**src/psc_pkg.sv**
```systemverilog
// constants, types and register map for the pci slave special cycle block
`default_nettype none
package psc_pkg;
    localparam logic [11:0] OFF_IMG3_CTL   = 12'h13C;
    localparam logic [11:0] OFF_IMG3_BASE  = 12'h140;
    localparam logic [11:0] OFF_IMG3_BOUND = 12'h144;
    localparam logic [11:0] OFF_IMG3_TO    = 12'h148;
    localparam logic [11:0] OFF_SC_CTL     = 12'h170;
    localparam logic [11:0] OFF_SC_ADDR    = 12'h174;
    localparam logic [11:0] OFF_SC_MASK    = 12'h178;
    localparam logic [11:0] OFF_SC_CMP     = 12'h17C;
    localparam logic [11:0] OFF_SC_SWP     = 12'h180;
    localparam logic [11:0] OFF_MISC       = 12'h184;
    localparam logic [11:0] OFF_STATUS     = 12'h1FC;

    localparam logic [31:0] REG_RESET      = 32'h0000_0000;
    localparam logic [31:0] IMG3_CTL_MASK  = 32'hC000_0001;
    localparam logic [31:0] TOP16_MASK     = 32'hFFFF_0000;
    localparam logic [31:0] SC_CTL_MASK    = 32'h0000_0007;
    localparam logic [31:0] SC_ADDR_MASK   = 32'hFFFF_FFFC;
    localparam logic [31:0] MISC_MASK      = 32'hF700_0000;

    localparam int IMG_EN_BIT   = 31;
    localparam int IMG_POSTED_WRITE_ENABLE_BIT = 30;
    localparam int IMG_LAS_BIT  = 0;
    localparam int SC_LAS_BIT   = 2;
    localparam int CWT_LSB      = 24;

    localparam logic [1:0] SEL_DISABLED = 2'h0;
    localparam logic [1:0] SEL_RMW      = 2'h1;
    localparam logic [1:0] SEL_ADDR     = 2'h2;

    // window lengths in pci clocks: code n from 1 to 6 holds CWT_BASE_CLOCKS << (n-1), codes 0 and 7 release
    localparam logic [9:0] CWT_BASE_CLOCKS = 10'h010;
    localparam logic [2:0] CWT_RELEASE     = 3'h0;
    localparam logic [2:0] CWT_MAX_CODE    = 3'h6;

    typedef enum logic [2:0] {
        ST_IDLE, ST_ORD, ST_ADO, ST_RMW_RD, ST_RMW_WR, ST_DONE
    } psc_state_e;

    typedef enum logic [1:0] {
        VME_ORDINARY, VME_ADDR_ONLY, VME_RMW_READ, VME_RMW_WRITE
    } psc_vme_kind_e;

    typedef struct packed {
        logic        valid;
        logic        write;
        logic        io;
        logic [31:0] addr;
        logic [31:0] wdata;
    } psc_access_s;

    typedef struct packed {
        logic          req;
        psc_vme_kind_e kind;
        logic          lock;
        logic          write;
        logic [31:0]   addr;
        logic [31:0]   wdata;
    } psc_vme_req_s;
endpackage : psc_pkg
`default_nettype wire

```
**src/psc_slave.sv**
```systemverilog
// pci slave channel: image 3 translation, special cycle generator, coupled window timer
// Function
// - vme address high half is pci plus offset
// - matching special address makes address-only or rmw
// - rmw starts on read only, never write
// - address-only starts on read or write
// - select field: off, rmw, address-only, reserved
// - space bit matches memory or io, rmw only
// - match compares address bits 31 to 2
// - no 64-bit acknowledge on special match
// - mask picks bits for compare and swap
// - read data compared under mask
// - on match write swap bits under mask
// - legacy retry field stored, no effect
// - window code: release, or 16 to 512
// - hold vme bus for window after coupled
// - each coupled transaction restarts full window
// - window expiry releases the vme bus
// - image decodes base up to bound, zero unbounded
// - io image ignores posted write, always coupled
//
// Implementation choice: the address-and-strobe port.
`timescale 1ns/1ns
`default_nettype none
module psc_slave (
    input  wire logic                  sys_clk,
    input  wire logic                  reset,
    input  wire logic [11:0]           reg_addr,
    input  wire logic [31:0]           reg_wdata,
    input  wire logic                  reg_write,
    input  wire logic                  reg_read,
    output logic      [31:0]           reg_rdata,
    input  wire logic                  pci_clk,
    input  wire psc_pkg::psc_access_s  acc,
    output logic                       acc_done,
    output logic                       acc_claimed,
    output logic      [31:0]           acc_rdata,
    output logic                       ack64_permit,
    output psc_pkg::psc_vme_req_s      vme,
    input  wire logic                  vme_ack,
    input  wire logic [31:0]           vme_rdata,
    output logic                       vme_own
);
    import psc_pkg::*;

    logic [31:0] img3_ctl, img3_base, img3_bound, img3_to;
    logic [31:0] sc_ctl, sc_addr, sc_mask, sc_cmp, sc_swp, misc;
    logic [31:0] next_img3_ctl, next_img3_base, next_img3_bound, next_img3_to;
    logic [31:0] next_sc_ctl, next_sc_addr, next_sc_mask, next_sc_cmp, next_sc_swp, next_misc;
    logic [31:0] next_reg_rdata;

    psc_state_e   state, next_state;
    psc_access_s  cur, next_cur;
    psc_vme_req_s next_vme;
    logic         coupled, next_coupled;
    logic         cmp_ok, next_cmp_ok;
    logic         next_acc_done, next_acc_claimed;
    logic [31:0]  next_acc_rdata;
    logic [9:0]   win_cnt, next_win_cnt;

    // pci clock is sampled: two stages, then edge detect on the settled copy
    logic pci_clk_s1, pci_clk_s2, pci_clk_s3;
    logic pci_tick;

    always_ff @(posedge sys_clk) begin
        if (reset) begin
            pci_clk_s1 <= 1'b0;
            pci_clk_s2 <= 1'b0;
            pci_clk_s3 <= 1'b0;
        end else begin
            pci_clk_s1 <= pci_clk;
            pci_clk_s2 <= pci_clk_s1;
            pci_clk_s3 <= pci_clk_s2;
        end
    end
    assign pci_tick = pci_clk_s2 & ~pci_clk_s3;

    // register file
    always_comb begin
        next_img3_ctl   = img3_ctl;
        next_img3_base  = img3_base;
        next_img3_bound = img3_bound;
        next_img3_to    = img3_to;
        next_sc_ctl     = sc_ctl;
        next_sc_addr    = sc_addr;
        next_sc_mask    = sc_mask;
        next_sc_cmp     = sc_cmp;
        next_sc_swp     = sc_swp;
        next_misc       = misc;
        next_reg_rdata  = REG_RESET;
        if (reg_write) begin
            case (reg_addr)
                OFF_IMG3_CTL:   next_img3_ctl   = reg_wdata & IMG3_CTL_MASK;
                OFF_IMG3_BASE:  next_img3_base  = reg_wdata & TOP16_MASK;
                OFF_IMG3_BOUND: next_img3_bound = reg_wdata & TOP16_MASK;
                OFF_IMG3_TO:    next_img3_to    = reg_wdata & TOP16_MASK;
                OFF_SC_CTL:     next_sc_ctl     = reg_wdata & SC_CTL_MASK;
                OFF_SC_ADDR:    next_sc_addr    = reg_wdata & SC_ADDR_MASK;
                OFF_SC_MASK:    next_sc_mask    = reg_wdata;
                OFF_SC_CMP:     next_sc_cmp     = reg_wdata;
                OFF_SC_SWP:     next_sc_swp     = reg_wdata;
                // legacy retry bits are kept for readback only
                OFF_MISC:       next_misc       = reg_wdata & MISC_MASK;
                default:        next_misc       = misc;
            endcase
        end
        if (reg_read) begin
            case (reg_addr)
                OFF_IMG3_CTL:   next_reg_rdata = img3_ctl;
                OFF_IMG3_BASE:  next_reg_rdata = img3_base;
                OFF_IMG3_BOUND: next_reg_rdata = img3_bound;
                OFF_IMG3_TO:    next_reg_rdata = img3_to;
                OFF_SC_CTL:     next_reg_rdata = sc_ctl;
                OFF_SC_ADDR:    next_reg_rdata = sc_addr;
                OFF_SC_MASK:    next_reg_rdata = sc_mask;
                OFF_SC_CMP:     next_reg_rdata = sc_cmp;
                OFF_SC_SWP:     next_reg_rdata = sc_swp;
                OFF_MISC:       next_reg_rdata = misc;
                OFF_STATUS:     next_reg_rdata = {29'h0, cmp_ok, vme_own, state != ST_IDLE};
                default:        next_reg_rdata = REG_RESET;
            endcase
        end
    end

    always_ff @(posedge sys_clk) begin
        if (reset) begin
            img3_ctl   <= REG_RESET;
            img3_base  <= REG_RESET;
            img3_bound <= REG_RESET;
            img3_to    <= REG_RESET;
            sc_ctl     <= REG_RESET;
            sc_addr    <= REG_RESET;
            sc_mask    <= REG_RESET;
            sc_cmp     <= REG_RESET;
            sc_swp     <= REG_RESET;
            misc       <= REG_RESET;
            reg_rdata  <= REG_RESET;
        end else begin
            img3_ctl   <= next_img3_ctl;
            img3_base  <= next_img3_base;
            img3_bound <= next_img3_bound;
            img3_to    <= next_img3_to;
            sc_ctl     <= next_sc_ctl;
            sc_addr    <= next_sc_addr;
            sc_mask    <= next_sc_mask;
            sc_cmp     <= next_sc_cmp;
            sc_swp     <= next_sc_swp;
            misc       <= next_misc;
            reg_rdata  <= next_reg_rdata;
        end
    end

    // decode of the incoming access
    logic [1:0]  sc_sel;
    logic [2:0]  coupled_window_timer;
    logic        addr_eq, rmw_hit, ado_hit, start_rmw, img3_hit, posted;
    logic [31:0] xlat_addr, rmw_merge;
    logic [9:0]  win_load;

    assign sc_sel    = sc_ctl[1:0];
    assign coupled_window_timer       = misc[CWT_LSB +: 3];
    assign addr_eq   = acc.addr[31:2] == sc_addr[31:2];
    // reserved select 11 matches neither kind and falls to the image
    assign rmw_hit   = (sc_sel == SEL_RMW) && addr_eq && (acc.io == sc_ctl[SC_LAS_BIT]);
    assign ado_hit   = (sc_sel == SEL_ADDR) && addr_eq;
    assign start_rmw = rmw_hit && !acc.write;
    assign ack64_permit = !(addr_eq && ((sc_sel == SEL_RMW) || (sc_sel == SEL_ADDR)));
    assign img3_hit  = img3_ctl[IMG_EN_BIT] && (acc.io == img3_ctl[IMG_LAS_BIT])
                     && (acc.addr[31:16] >= img3_base[31:16])
                     && ((img3_bound[31:16] == 16'h0000) || (acc.addr[31:16] < img3_bound[31:16]));
    // io images are always coupled whatever the posted write bit says
    assign posted    = acc.write && img3_ctl[IMG_POSTED_WRITE_ENABLE_BIT] && !img3_ctl[IMG_LAS_BIT];
    assign xlat_addr = {16'(acc.addr[31:16] + img3_to[31:16]), acc.addr[15:0]};
    assign rmw_merge = (vme_rdata & ~sc_mask) | (sc_swp & sc_mask);
    assign win_load  = ((coupled_window_timer == CWT_RELEASE) || (coupled_window_timer > CWT_MAX_CODE)) ? 10'h000
                     : 10'(CWT_BASE_CLOCKS << (coupled_window_timer - 3'h1));

    // transaction sequencer and coupled window
    always_comb begin
        next_state       = state;
        next_cur         = cur;
        next_vme         = vme;
        next_coupled     = coupled;
        next_cmp_ok      = cmp_ok;
        next_acc_done    = 1'b0;
        next_acc_claimed = 1'b0;
        next_acc_rdata   = acc_rdata;
        next_win_cnt     = win_cnt;
        if (pci_tick && (win_cnt != 10'h000))
            next_win_cnt = win_cnt - 10'h001;
        case (state)
            ST_IDLE: begin
                if (acc.valid) begin
                    next_cur = acc;
                    next_cmp_ok = 1'b0;
                    if (start_rmw) begin
                        next_state   = ST_RMW_RD;
                        next_vme     = '{1'b1, VME_RMW_READ, 1'b1, 1'b0, xlat_addr, 32'h0000_0000};
                        next_coupled = 1'b1;
                    end else if (ado_hit) begin
                        next_state   = ST_ADO;
                        next_vme     = '{1'b1, VME_ADDR_ONLY, 1'b0, acc.write, xlat_addr, 32'h0000_0000};
                        next_coupled = 1'b1;
                    end else if (img3_hit) begin
                        next_state   = ST_ORD;
                        next_vme     = '{1'b1, VME_ORDINARY, 1'b0, acc.write, xlat_addr, acc.wdata};
                        next_coupled = !posted;
                    end else begin
                        // nobody claims it: answer at once so the front end can abort
                        next_acc_done  = 1'b1;
                        next_acc_rdata = 32'h0000_0000;
                    end
                end
            end
            ST_ORD, ST_ADO: begin
                if (vme_ack) begin
                    next_vme.req   = 1'b0;
                    next_acc_rdata = ((state == ST_ORD) && !cur.write) ? vme_rdata : 32'h0000_0000;
                    next_state     = ST_DONE;
                end
            end
            ST_RMW_RD: begin
                if (vme_ack) begin
                    next_acc_rdata = vme_rdata;
                    next_cmp_ok    = ((vme_rdata ^ sc_cmp) & sc_mask) == 32'h0000_0000;
                    if (((vme_rdata ^ sc_cmp) & sc_mask) == 32'h0000_0000) begin
                        next_vme   = '{1'b1, VME_RMW_WRITE, 1'b1, 1'b1, vme.addr, rmw_merge};
                        next_state = ST_RMW_WR;
                    end else begin
                        next_vme.req  = 1'b0;
                        next_vme.lock = 1'b0;
                        next_state    = ST_DONE;
                    end
                end
            end
            ST_RMW_WR: begin
                if (vme_ack) begin
                    next_vme.req  = 1'b0;
                    next_vme.lock = 1'b0;
                    next_state    = ST_DONE;
                end
            end
            ST_DONE: begin
                next_acc_done    = 1'b1;
                next_acc_claimed = 1'b1;
                next_state       = ST_IDLE;
                // restart from full count, a later tick only counts down after this
                if (coupled)
                    next_win_cnt = win_load;
            end
            default: begin
                next_state = ST_IDLE;
                next_vme   = '0;
            end
        endcase
    end

    always_ff @(posedge sys_clk) begin
        if (reset) begin
            state       <= ST_IDLE;
            cur         <= '0;
            vme         <= '0;
            coupled     <= 1'b0;
            cmp_ok      <= 1'b0;
            acc_done    <= 1'b0;
            acc_claimed <= 1'b0;
            acc_rdata   <= 32'h0000_0000;
            win_cnt     <= 10'h000;
        end else begin
            state       <= next_state;
            cur         <= next_cur;
            vme         <= next_vme;
            coupled     <= next_coupled;
            cmp_ok      <= next_cmp_ok;
            acc_done    <= next_acc_done;
            acc_claimed <= next_acc_claimed;
            acc_rdata   <= next_acc_rdata;
            win_cnt     <= next_win_cnt;
        end
    end

    assign vme_own = (state != ST_IDLE) || (win_cnt != 10'h000);

    property p_translate;
        @(posedge sys_clk) disable iff (reset)
        (state == ST_IDLE && acc.valid && img3_hit && !rmw_hit && !ado_hit)
            |=> vme.addr[31:16] == 16'($past(acc.addr[31:16]) + img3_to[31:16]);
    endproperty
    a_translate: assert property (p_translate) else $error("image 3 address not translated");

    property p_rmw_write_ignored;
        @(posedge sys_clk) disable iff (reset)
        (state == ST_IDLE && acc.valid && acc.write) |=> state != ST_RMW_RD;
    endproperty
    a_rmw_write_ignored: assert property (p_rmw_write_ignored) else $error("write started rmw");

    property p_ado_start;
        @(posedge sys_clk) disable iff (reset)
        (state == ST_IDLE && acc.valid && ado_hit)
            |=> state == ST_ADO && vme.req && vme.kind == VME_ADDR_ONLY;
    endproperty
    a_ado_start: assert property (p_ado_start) else $error("address-only cycle not started");

    property p_rmw_space;
        @(posedge sys_clk) disable iff (reset)
        (state == ST_IDLE && acc.valid && acc.io != sc_ctl[SC_LAS_BIT]) |=> state != ST_RMW_RD;
    endproperty
    a_rmw_space: assert property (p_rmw_space) else $error("rmw in wrong pci space");

    property p_no_ack64;
        @(posedge sys_clk) disable iff (reset)
        (rmw_hit || ado_hit) |-> !ack64_permit;
    endproperty
    a_no_ack64: assert property (p_no_ack64) else $error("64-bit acknowledge on special match");

    property p_swap;
        @(posedge sys_clk) disable iff (reset)
        (state == ST_RMW_RD && vme_ack && (((vme_rdata ^ sc_cmp) & sc_mask) == 32'h0000_0000))
            |=> state == ST_RMW_WR && vme.write && vme.lock
                && vme.wdata == (($past(vme_rdata) & ~sc_mask) | (sc_swp & sc_mask));
    endproperty
    a_swap: assert property (p_swap) else $error("swap data wrong");

    property p_miss;
        @(posedge sys_clk) disable iff (reset)
        (state == ST_RMW_RD && vme_ack && (((vme_rdata ^ sc_cmp) & sc_mask) != 32'h0000_0000))
            |=> state == ST_DONE && !vme.req ##1 acc_done;
    endproperty
    a_miss: assert property (p_miss) else $error("write-back after compare miss");

    property p_window_load;
        @(posedge sys_clk) disable iff (reset)
        (state == ST_DONE && coupled && coupled_window_timer == 3'h1) |=> win_cnt == 10'h010 && vme_own;
    endproperty
    a_window_load: assert property (p_window_load) else $error("window not loaded to 16");

    property p_release;
        @(posedge sys_clk) disable iff (reset)
        (state == ST_IDLE && !acc.valid && win_cnt == 10'h001 && pci_tick) |=> !vme_own;
    endproperty
    a_release: assert property (p_release) else $error("bus kept after window expiry");

    property p_disabled;
        @(posedge sys_clk) disable iff (reset)
        (state == ST_IDLE && acc.valid && sc_sel == SEL_DISABLED && img3_hit)
            |=> state == ST_ORD && vme.kind == VME_ORDINARY;
    endproperty
    a_disabled: assert property (p_disabled) else $error("disabled select made special cycle");

    property p_unclaimed;
        @(posedge sys_clk) disable iff (reset)
        (state == ST_IDLE && acc.valid && !start_rmw && !ado_hit && !img3_hit)
            |=> acc_done && !acc_claimed && !vme.req;
    endproperty
    a_unclaimed: assert property (p_unclaimed) else $error("access outside image was claimed");

    property p_io_coupled;
        @(posedge sys_clk) disable iff (reset)
        (state == ST_IDLE && acc.valid && !start_rmw && !ado_hit && img3_hit && img3_ctl[IMG_LAS_BIT])
            |=> coupled;
    endproperty
    a_io_coupled: assert property (p_io_coupled) else $error("io image access posted");

    // the window may only shrink on a pci tick
    property p_window_hold;
        @(posedge sys_clk) disable iff (reset)
        (state == ST_IDLE && !acc.valid && !pci_tick) |=> win_cnt == $past(win_cnt);
    endproperty
    a_window_hold: assert property (p_window_hold) else $error("window count moved without a tick");

    c_rmw_swap:  cover property (@(posedge sys_clk) disable iff (reset) state == ST_RMW_WR && vme_ack);
    c_rmw_miss:  cover property (@(posedge sys_clk) disable iff (reset) state == ST_RMW_RD && vme_ack && !next_cmp_ok);
    c_ado:       cover property (@(posedge sys_clk) disable iff (reset) state == ST_ADO && vme_ack);
    c_win_ended: cover property (@(posedge sys_clk) disable iff (reset) win_cnt == 10'h001 ##1 win_cnt == 10'h000);
    c_posted:    cover property (@(posedge sys_clk) disable iff (reset) state == ST_ORD && vme_ack && !coupled);
endmodule : psc_slave
`default_nettype wire

```
**config.mk**
```make
export PLATFORM = sky130hd
export DESIGN_NAME = psc_slave
export DESIGN_NICKNAME = d
export VERILOG_FILES = /design/src/psc_pkg.sv /design/src/psc_slave.sv
export SDC_FILE = /design/constraint.sdc
export NUM_CORES = 1
export LEC_CHECK = 0
export BUFFER_PORTS_ARGS = -buffer_cell sky130_fd_sc_hd__buf_2
export CAP_MARGIN = 10
export CORE_MARGIN = 2
export CORE_UTILIZATION = 30
export CTS_CLUSTER_DIAMETER = 60
export DETAILED_ROUTE_END_ITERATION = 6
export GPL_TIMING_DRIVEN = 0
export PLACE_DENSITY = 0.46
export SETUP_SLACK_MARGIN = 0.5
export SLEW_MARGIN = 25
export SYNTH_ARGS = -nofsm -noshare
export SYNTH_HDL_FRONTEND = slang
export SYNTH_SLANG_ARGS = --single-unit
```
**constraint.sdc**
```tcl
create_clock -name sys_clk -period 2.5 [get_ports sys_clk]
set_input_delay 0.375 -clock sys_clk [delete_from_list [all_inputs] [get_ports sys_clk]]
set_output_delay 0.375 -clock sys_clk [all_outputs]
set_load 0.05 [all_outputs]
```
Word level (Yosys, flattened, before mapping)
Cells that the tools add are included.

storage, ports and cells
  register bits = 341
  input port bits = 149
  output and inout bits = 137
  logic and storage cells = 179

operators by class
  add/sub/neg operators = 3
  magnitude comparators = 3
  equality and inequality tests = 31
  shifts and indexed selects = 1
  mux-type cells = 46
  bitwise logic cells = 13
  reduce and logical (&&, ||, !) cells = 54

operators with widths
  operator                                                          number
  32-bit case mux with 11 select lines                              1
  69-bit two-way mux                                                5
  32-bit two-way mux                                                7
  65-bit case mux with 3 select lines                               1
  12-bit by 9-bit == test with 1-bit output, second input constant  11
  32-bit bitwise AND                                                3
  32-bit case mux with 3 select lines                               1
  65-bit two-way mux                                                1
  10-bit two-way mux                                                4
  32-bit logical NOT                                                1
  32-bit NOT                                                        1
  32-bit bitwise OR                                                 1
  32-bit bitwise XOR                                                1
  30-bit == test                                                    1
  2-bit AND reduction                                               11
  3-bit two-way mux                                                 6
  16-bit adder                                                      1
  16-bit >= comparator                                              1
  16-bit logical NOT                                                1
  16-bit < comparator                                               1
  2-bit inequality test, second input constant                      8
  5-bit AND reduction                                               3
  1-bit two-way mux                                                 13
  1-bit logical AND                                                 12
  other kinds (31)                                                  55

Logic depth before layout (Yosys ltp)
  depth after elaboration = 9
  gate-level depth with buffers = 11
  gate-level depth less buffers = 10

Least setup slack after synthesis
No wires, ideal clock.

  path kind = input to register
  start = input port acc[48] (netlist bit)
  end = register vme[62] (netlist bit)
  data arrival time = 2.424 ns
  required time = 2.383 ns
  slack = -0.041 ns
  stages = 10
  buffers on the path = 0
  cells stage by stage = ha_1 > fa_1 > a211oi_1 > nor2_1 > o31a_1 > o221a_2 > a21o_1 > a21oi_1 > xnor2_1 > a22o_1

on the way
  word-level cells in the longest chain between the ends = 7
  elaborated cells between the ends (all ways) = 18
  those cells by class = add/sub (1); order compare (2); eq/ne (2); mux (5); reduce/logical (8)

ends and longest elaborated chain
  element                                                               line              source
  from (decl)                                                           psc_slave.sv:34   input wire psc_pkg::psc_access_s acc,
  parallel branches: the longest is 7 deep, another holds 16-bit adder  n/a
  to (signal assigned)                                                  psc_slave.sv:272  vme <= next_vme;
  to (decl)                                                             psc_slave.sv:39   output psc_pkg::psc_vme_req_s vme,

Parallel ways; which one is timed is not known. The select of a mux whose other input is x is not followed.
A chain may end at the register's enable or synchronous reset.

Final worst setup path
  start = register img3_bound[29]
  end = register vme[57] (netlist bit)

on the way
  word-level cells in the longest chain between the ends = 5
  elaborated cells between the ends (all ways) = 6
  those cells by class = order compare (1); eq/ne (1); reduce/logical (4)

ends and longest elaborated chain
  element                                                           line              source
  from (decl)                                                       psc_slave.sv:46   logic [31:0] img3_ctl, img3_base, img3_bound, img3_to;
  from (signal assigned)                                            psc_slave.sv:141  img3_bound <= next_img3_bound;
  16-bit < comparator / 16-bit logical NOT (equally long branches)  psc_slave.sv:170  && ((img3_bound[31:16] == 16'h0000) || (acc.addr[31:16] < img3_bound[31:16]));
  1-bit logical OR (*)                                              psc_slave.sv:170
  1-bit logical AND (*)                                             psc_slave.sv:170
  4-bit inequality test (no source line) (*)                        n/a
  4-bit AND reduction (no source line) (*)                          n/a

Every way passes the cells marked *; elsewhere a longest branch is shown, timed or not.

==> impl_results.rst <==
.. list-table::
   :header-rows: 1

   * - Metric
     - Value
   * - Cells after DPL
     - 2851
   * - Inserted Clock Buffers
     - 43
   * - Worst VDD drop
     - 0.000403 V
   * - Max-cap viol count
     - 0
   * - Cell Area, Placed
     - 18500 sq um
   * - Signed area change from the synthesized netlist to the final layout
     - 39.8%
   * - Library cell contributing the largest single delay on the critical path
     - sky130_fd_sc_hd__o31a_4
   * - Unrepaired setup endpoints after global routing
     - true
   * - Synthesized netlist net count
     - 2086
   * - Crit path from
     - img3_bound[29]$_SDFFE_PP0P_
   * - Number of antenna violations at the first check in global routing
     - 5
   * - Skew-Pair Late Insertion Delay
     - 0.60 ns
   * - Vias
     - 16400
   * - Htree depth
     - 2
   * - Total Wirelength
     - 73.0 mm
   * - Final setup fails
     - 102
   * - Status
     - finished with violations
   * - Power per standard cell area
     - 640 nW/um^2
   * - Slew Viols, Final
     - 0
   * - Worst-case clock buffer depth
     - 3
   * - Via density
     - 5.43
   * - Destination of the worst register-to-register timing path
     - vme[57]$_SDFFE_PP0P_
   * - Remaining design rule violation count
     - 0
   * - Pin slew with the least headroom to its limit
     - 0.995 ns
   * - Chip Height
     - 233 um
   * - Clock slew seen by the registers of the worst setup and hold paths
     - 0.06 ns
   * - Fraction of final layout cells sized beyond drive strength 1
     - 31.7%
   * - Class of the most critical setup path
     - register to register
   * - Number of DRC violations after detailed-routing iteration 0
     - 1713
   * - Die area
     - 54400 sq um
   * - Number of cells produced by synthesis
     - 1886
   * - Worst Hold Class
     - input pin to register
   * - TritonCTS clock tree
     - done
   * - Final design utilization
     - 42.2%
   * - Kind of start point of the critical path
     - register
   * - Initial Util
     - 30.2%
   * - Die width
     - 233 um
   * - Final setup margin
     - -0.210 ns
   * - Top cell by count, worst path
     - sky130_fd_sc_hd__o31a_4
   * - Distinct cell type count after synthesis
     - 65
   * - Endpoint of the worst setup timing path
     - vme[57]$_SDFFE_PP0P_
   * - Fraction of registers with async set or reset after synthesis
     - 0%
   * - Number of register bits inferred by synthesis
     - 341
   * - Cell chosen for the clock root
     - sky130_fd_sc_hd__clkbuf_16
   * - Clock skew after layout
     - 0.0287 ns
   * - Number of standard-cell rows in the floorplan
     - 84
   * - Source of the worst register-to-register timing path
     - img3_bound[29]$_SDFFE_PP0P_
   * - Total number of nets in the final design
     - 2494
   * - Seq. cell area
     - 6900 sq um
   * - Number of flops mapped to enable cells by yosys
     - 0
   * - Global-route usage over all layers
     - 26.1%
   * - Final antenna-violating net count
     - 0
   * - Fin crit share
     - 108%
   * - Maximum fanout along the worst path
     - 5
   * - Failing checks
     - negative setup slack
   * - TritonRoute pass-1 iters
     - 6
   * - Normalized max-slew margin
     - 33.7%
   * - Placer congestion estimate
     - 0.905
   * - Pin count of the biggest net entering global routing
     - 13
   * - Number of port buffers
     - 277
   * - Cell Count, Final, Fillers Out
     - 3015
   * - Total congestion overflow
     - 0
   * - Synthesis warning total
     - 0
   * - Syn Area/Cell
     - 8.36 sq um
   * - Dominant register cell in the synthesized netlist
     - sky130_fd_sc_hd__dfxtp_1
   * - Register-to-Register Setup Slack
     - -0.21 ns
   * - Leak Pwr
     - 8.36 nW
   * - Sort of element at the end of the critical path
     - register
   * - Final routed wire length divided by cell count
     - 24.2 um
   * - Standard cell core area
     - 52200 sq um
   * - Biggest cell delay along the critical path
     - 0.38 ns
   * - HPWL after detailed placement
     - 54.1 mm
   * - Proportion of synthesized chip area in sequential cells
     - 43.3%
   * - Number of fillers in the final layout
     - 5190
   * - First-pass GRT wire length
     - 104 mm
   * - Area occupied by multi-input gates
     - 9360 sq um
   * - Achievable clock frequency
     - 369 MHz
   * - Critical path data required time
     - 2.97 ns
   * - Hold Crit Depth
     - 2
   * - Count of final hold-check violations
     - 0
   * - Post-route cell area
     - 22000 sq um
   * - CP cell instances
     - inv_1 -> ha_4 -> a21oi_2 -> o21ai_2 -> a211oi_2 -> a21oi_4 -> o31a_4 -> o31a_4 -> buf_12 -> clkbuf_16 -> a22o_1
   * - Via count of the first global-routing pass
     - 15300
   * - I/O pin cnt
     - 286
   * - Minimum clock period
     - 2.71 ns
   * - Combined area of all synthesized cells
     - 15800 sq um
   * - Clock sink count
     - 341
   * - Number of cells traversed by the worst register-to-register path
     - 11
   * - CP arrival
     - 3.18 ns
[area by class of cell]
cell class                      count  share of cell area [%]
Multi-Input combinational cell   1375                    42.5
Sequential cell                   341                    31.3
Timing Repair Buffer              363                    10.9
Clock buffer                       60                    5.63
Buffer                            131                    4.20
Tap cell                          688                    3.91
Clock inverter                     16                   0.897
Inverter                           39                   0.665
Antenna cell                        2                  0.0227
[per-stage QoR]
| step | power, W | setup slack [ns] | TNS [ns] | hold slack, ns |
|---|---|---|---|---|
| 2_1_floorplan | 0.00654 | 0.149 | 0 | 0.414 |
| 3_3_place_gp | 0.00716 | -1.60 | -205.92 | 0.442 |
| 4_1_cts | 0.0140 | -0.186 | -10.74 | 0.0181 |
| 3_5_place_dp | 0.00717 | -1.56 | -191.77 | 0.448 |
| 6_report | 0.0141 | -0.210 | -11.19 | 0.0407 |
| 5_1_grt | 0.0145 | -0.253 | -16.95 | 0.0378 |
[cells in the mapped netlist (all sizes together), types with 3 or more instances]
cell type / count / share of area [%]
a211oi: 42 / 2.0
a21o: 9 / 0.43
a21oi: 321 / 10
a221oi: 17 / 0.94
a222oi: 32 / 2.0
a22o: 77 / 4.3
a22oi: 21 / 1.0
a31oi: 6 / 0.24
and2: 7 / 0.28
and3: 3 / 0.13
and4: 3 / 0.17
buf: 49 / 1.8
clkbuf: 82 / 2.0
dfxtp: 341 / 43
ha: 50 / 4.0
inv: 39 / 0.93
mux2i: 34 / 2.2
nand2: 394 / 9.4
nand2b: 7 / 0.28
nand3: 56 / 1.8
nand3b: 3 / 0.14
nand4: 17 / 0.67
nor2: 75 / 1.8
nor2b: 9 / 0.36
nor3: 22 / 0.90
nor4: 11 / 0.52
nor4b: 4 / 0.32
o21a: 5 / 0.24
o21ai: 30 / 0.95
o31a: 3 / 0.28
or2: 6 / 0.24
or3: 3 / 0.12
xnor2: 43 / 2.4
xor2: 41 / 2.3
[worst min path at each step]
stage | startpoint | endpoint
after CTS | vme_rdata[23] | acc_rdata[23]$_SDFFE_PP0P_
after detailed placement | pci_clk_s1$_SDFF_PP0_ | pci_clk_s2$_SDFF_PP0_
after global routing | vme_rdata[23] | acc_rdata[23]$_SDFFE_PP0P_
after global placement | cur[65]$_SDFFE_PP0P_ | cur[65]$_SDFFE_PP0P_
final | vme_rdata[23] | acc_rdata[23]$_SDFFE_PP0P_
after floorplan | pci_clk_s1$_SDFF_PP0_ | pci_clk_s2$_SDFF_PP0_
[layer usage]
metal | track usage, % | wire length (um) | part of all wire [%]
met4 | 8.30 | 2220 | 3.0
met2 | 40.8 | 33000 | 45
met1 | 36.7 | 33000 | 45
met5 | 0 | 26 | 0.036
met3 | 3.81 | 4790 | 6.6
[where the power goes]
| part | switching [W] | leakage [nW] | internal (W) |
|---|---|---|---|
| clock network | 0.00266 | 0.709 | 0.00379 |
| logic | 0.00126 | 4.88 | 0.000817 |
| registers | 0.0000584 | 2.77 | 0.00551 |
[worst max-delay path, delay by kind of cell (launching register included)]
family	cells	cell delay (ns)
DFF	1	0.32
AOI/OAI and AO/OA	7	1.66
buffers and inverters	3	0.40
adders and majority gates	1	0.20
[state kept, by name, summed over array words and instances, names as in the netlist, 7 cells and up]
register and count:
acc_rdata 32, img3_base 16, img3_bound 16, img3_to 16, misc 7, reg_rdata 32, sc_addr 30, sc_cmp 32
sc_mask 32, sc_swp 32, vme 69, win_cnt 10
[cell usage in the layout, fill, tap and decap left out, drive strengths merged, types with 3 or more instances in the layout]
cell type / count
nor3: 22
and4: 3
a22oi: 21
a31oi: 6
mux2i: 34
dfxtp: 341
a221oi: 17
nand3: 56
nor2: 75
ha: 50
a211oi: 42
a21o: 9
a222oi: 32
clkbuf: 145
nand4: 17
inv: 43
and2: 7
nor4: 11
or3: 3
xor2: 41
o31a: 3
or2: 6
nor2b: 9
nor4b: 4
nand2: 394
o21a: 5
a22o: 77
and3: 3
xnor2: 43
buf: 406
o21ai: 30
bufinv: 3
nand2b: 7
clkinv: 7
dlygate4sd3: 3
nand3b: 3
a21oi: 321
[logic make-up after synthesis]
group	after synthesis	synth area share, %
buffers and inverters	170	4.72
AO/OA/AOI/OAI	580	23.6
adder cells (fa/ha/maj)	51	4.10
AND/OR/NAND/NOR	626	17.5
XOR/XNOR	84	4.67
flip-flops	341	43.3
multiplexers	34	2.16
[what timing repair did]
action	in CTS	in global routing
pin swaps	63	47
hold buffers	3	0
hold endpoints to repair	3	0
cloned	7	2
setup endpoints to repair	306	285
resized for setup	208	127
setup buffers	55	19
(Power assumes the default switching activity.)
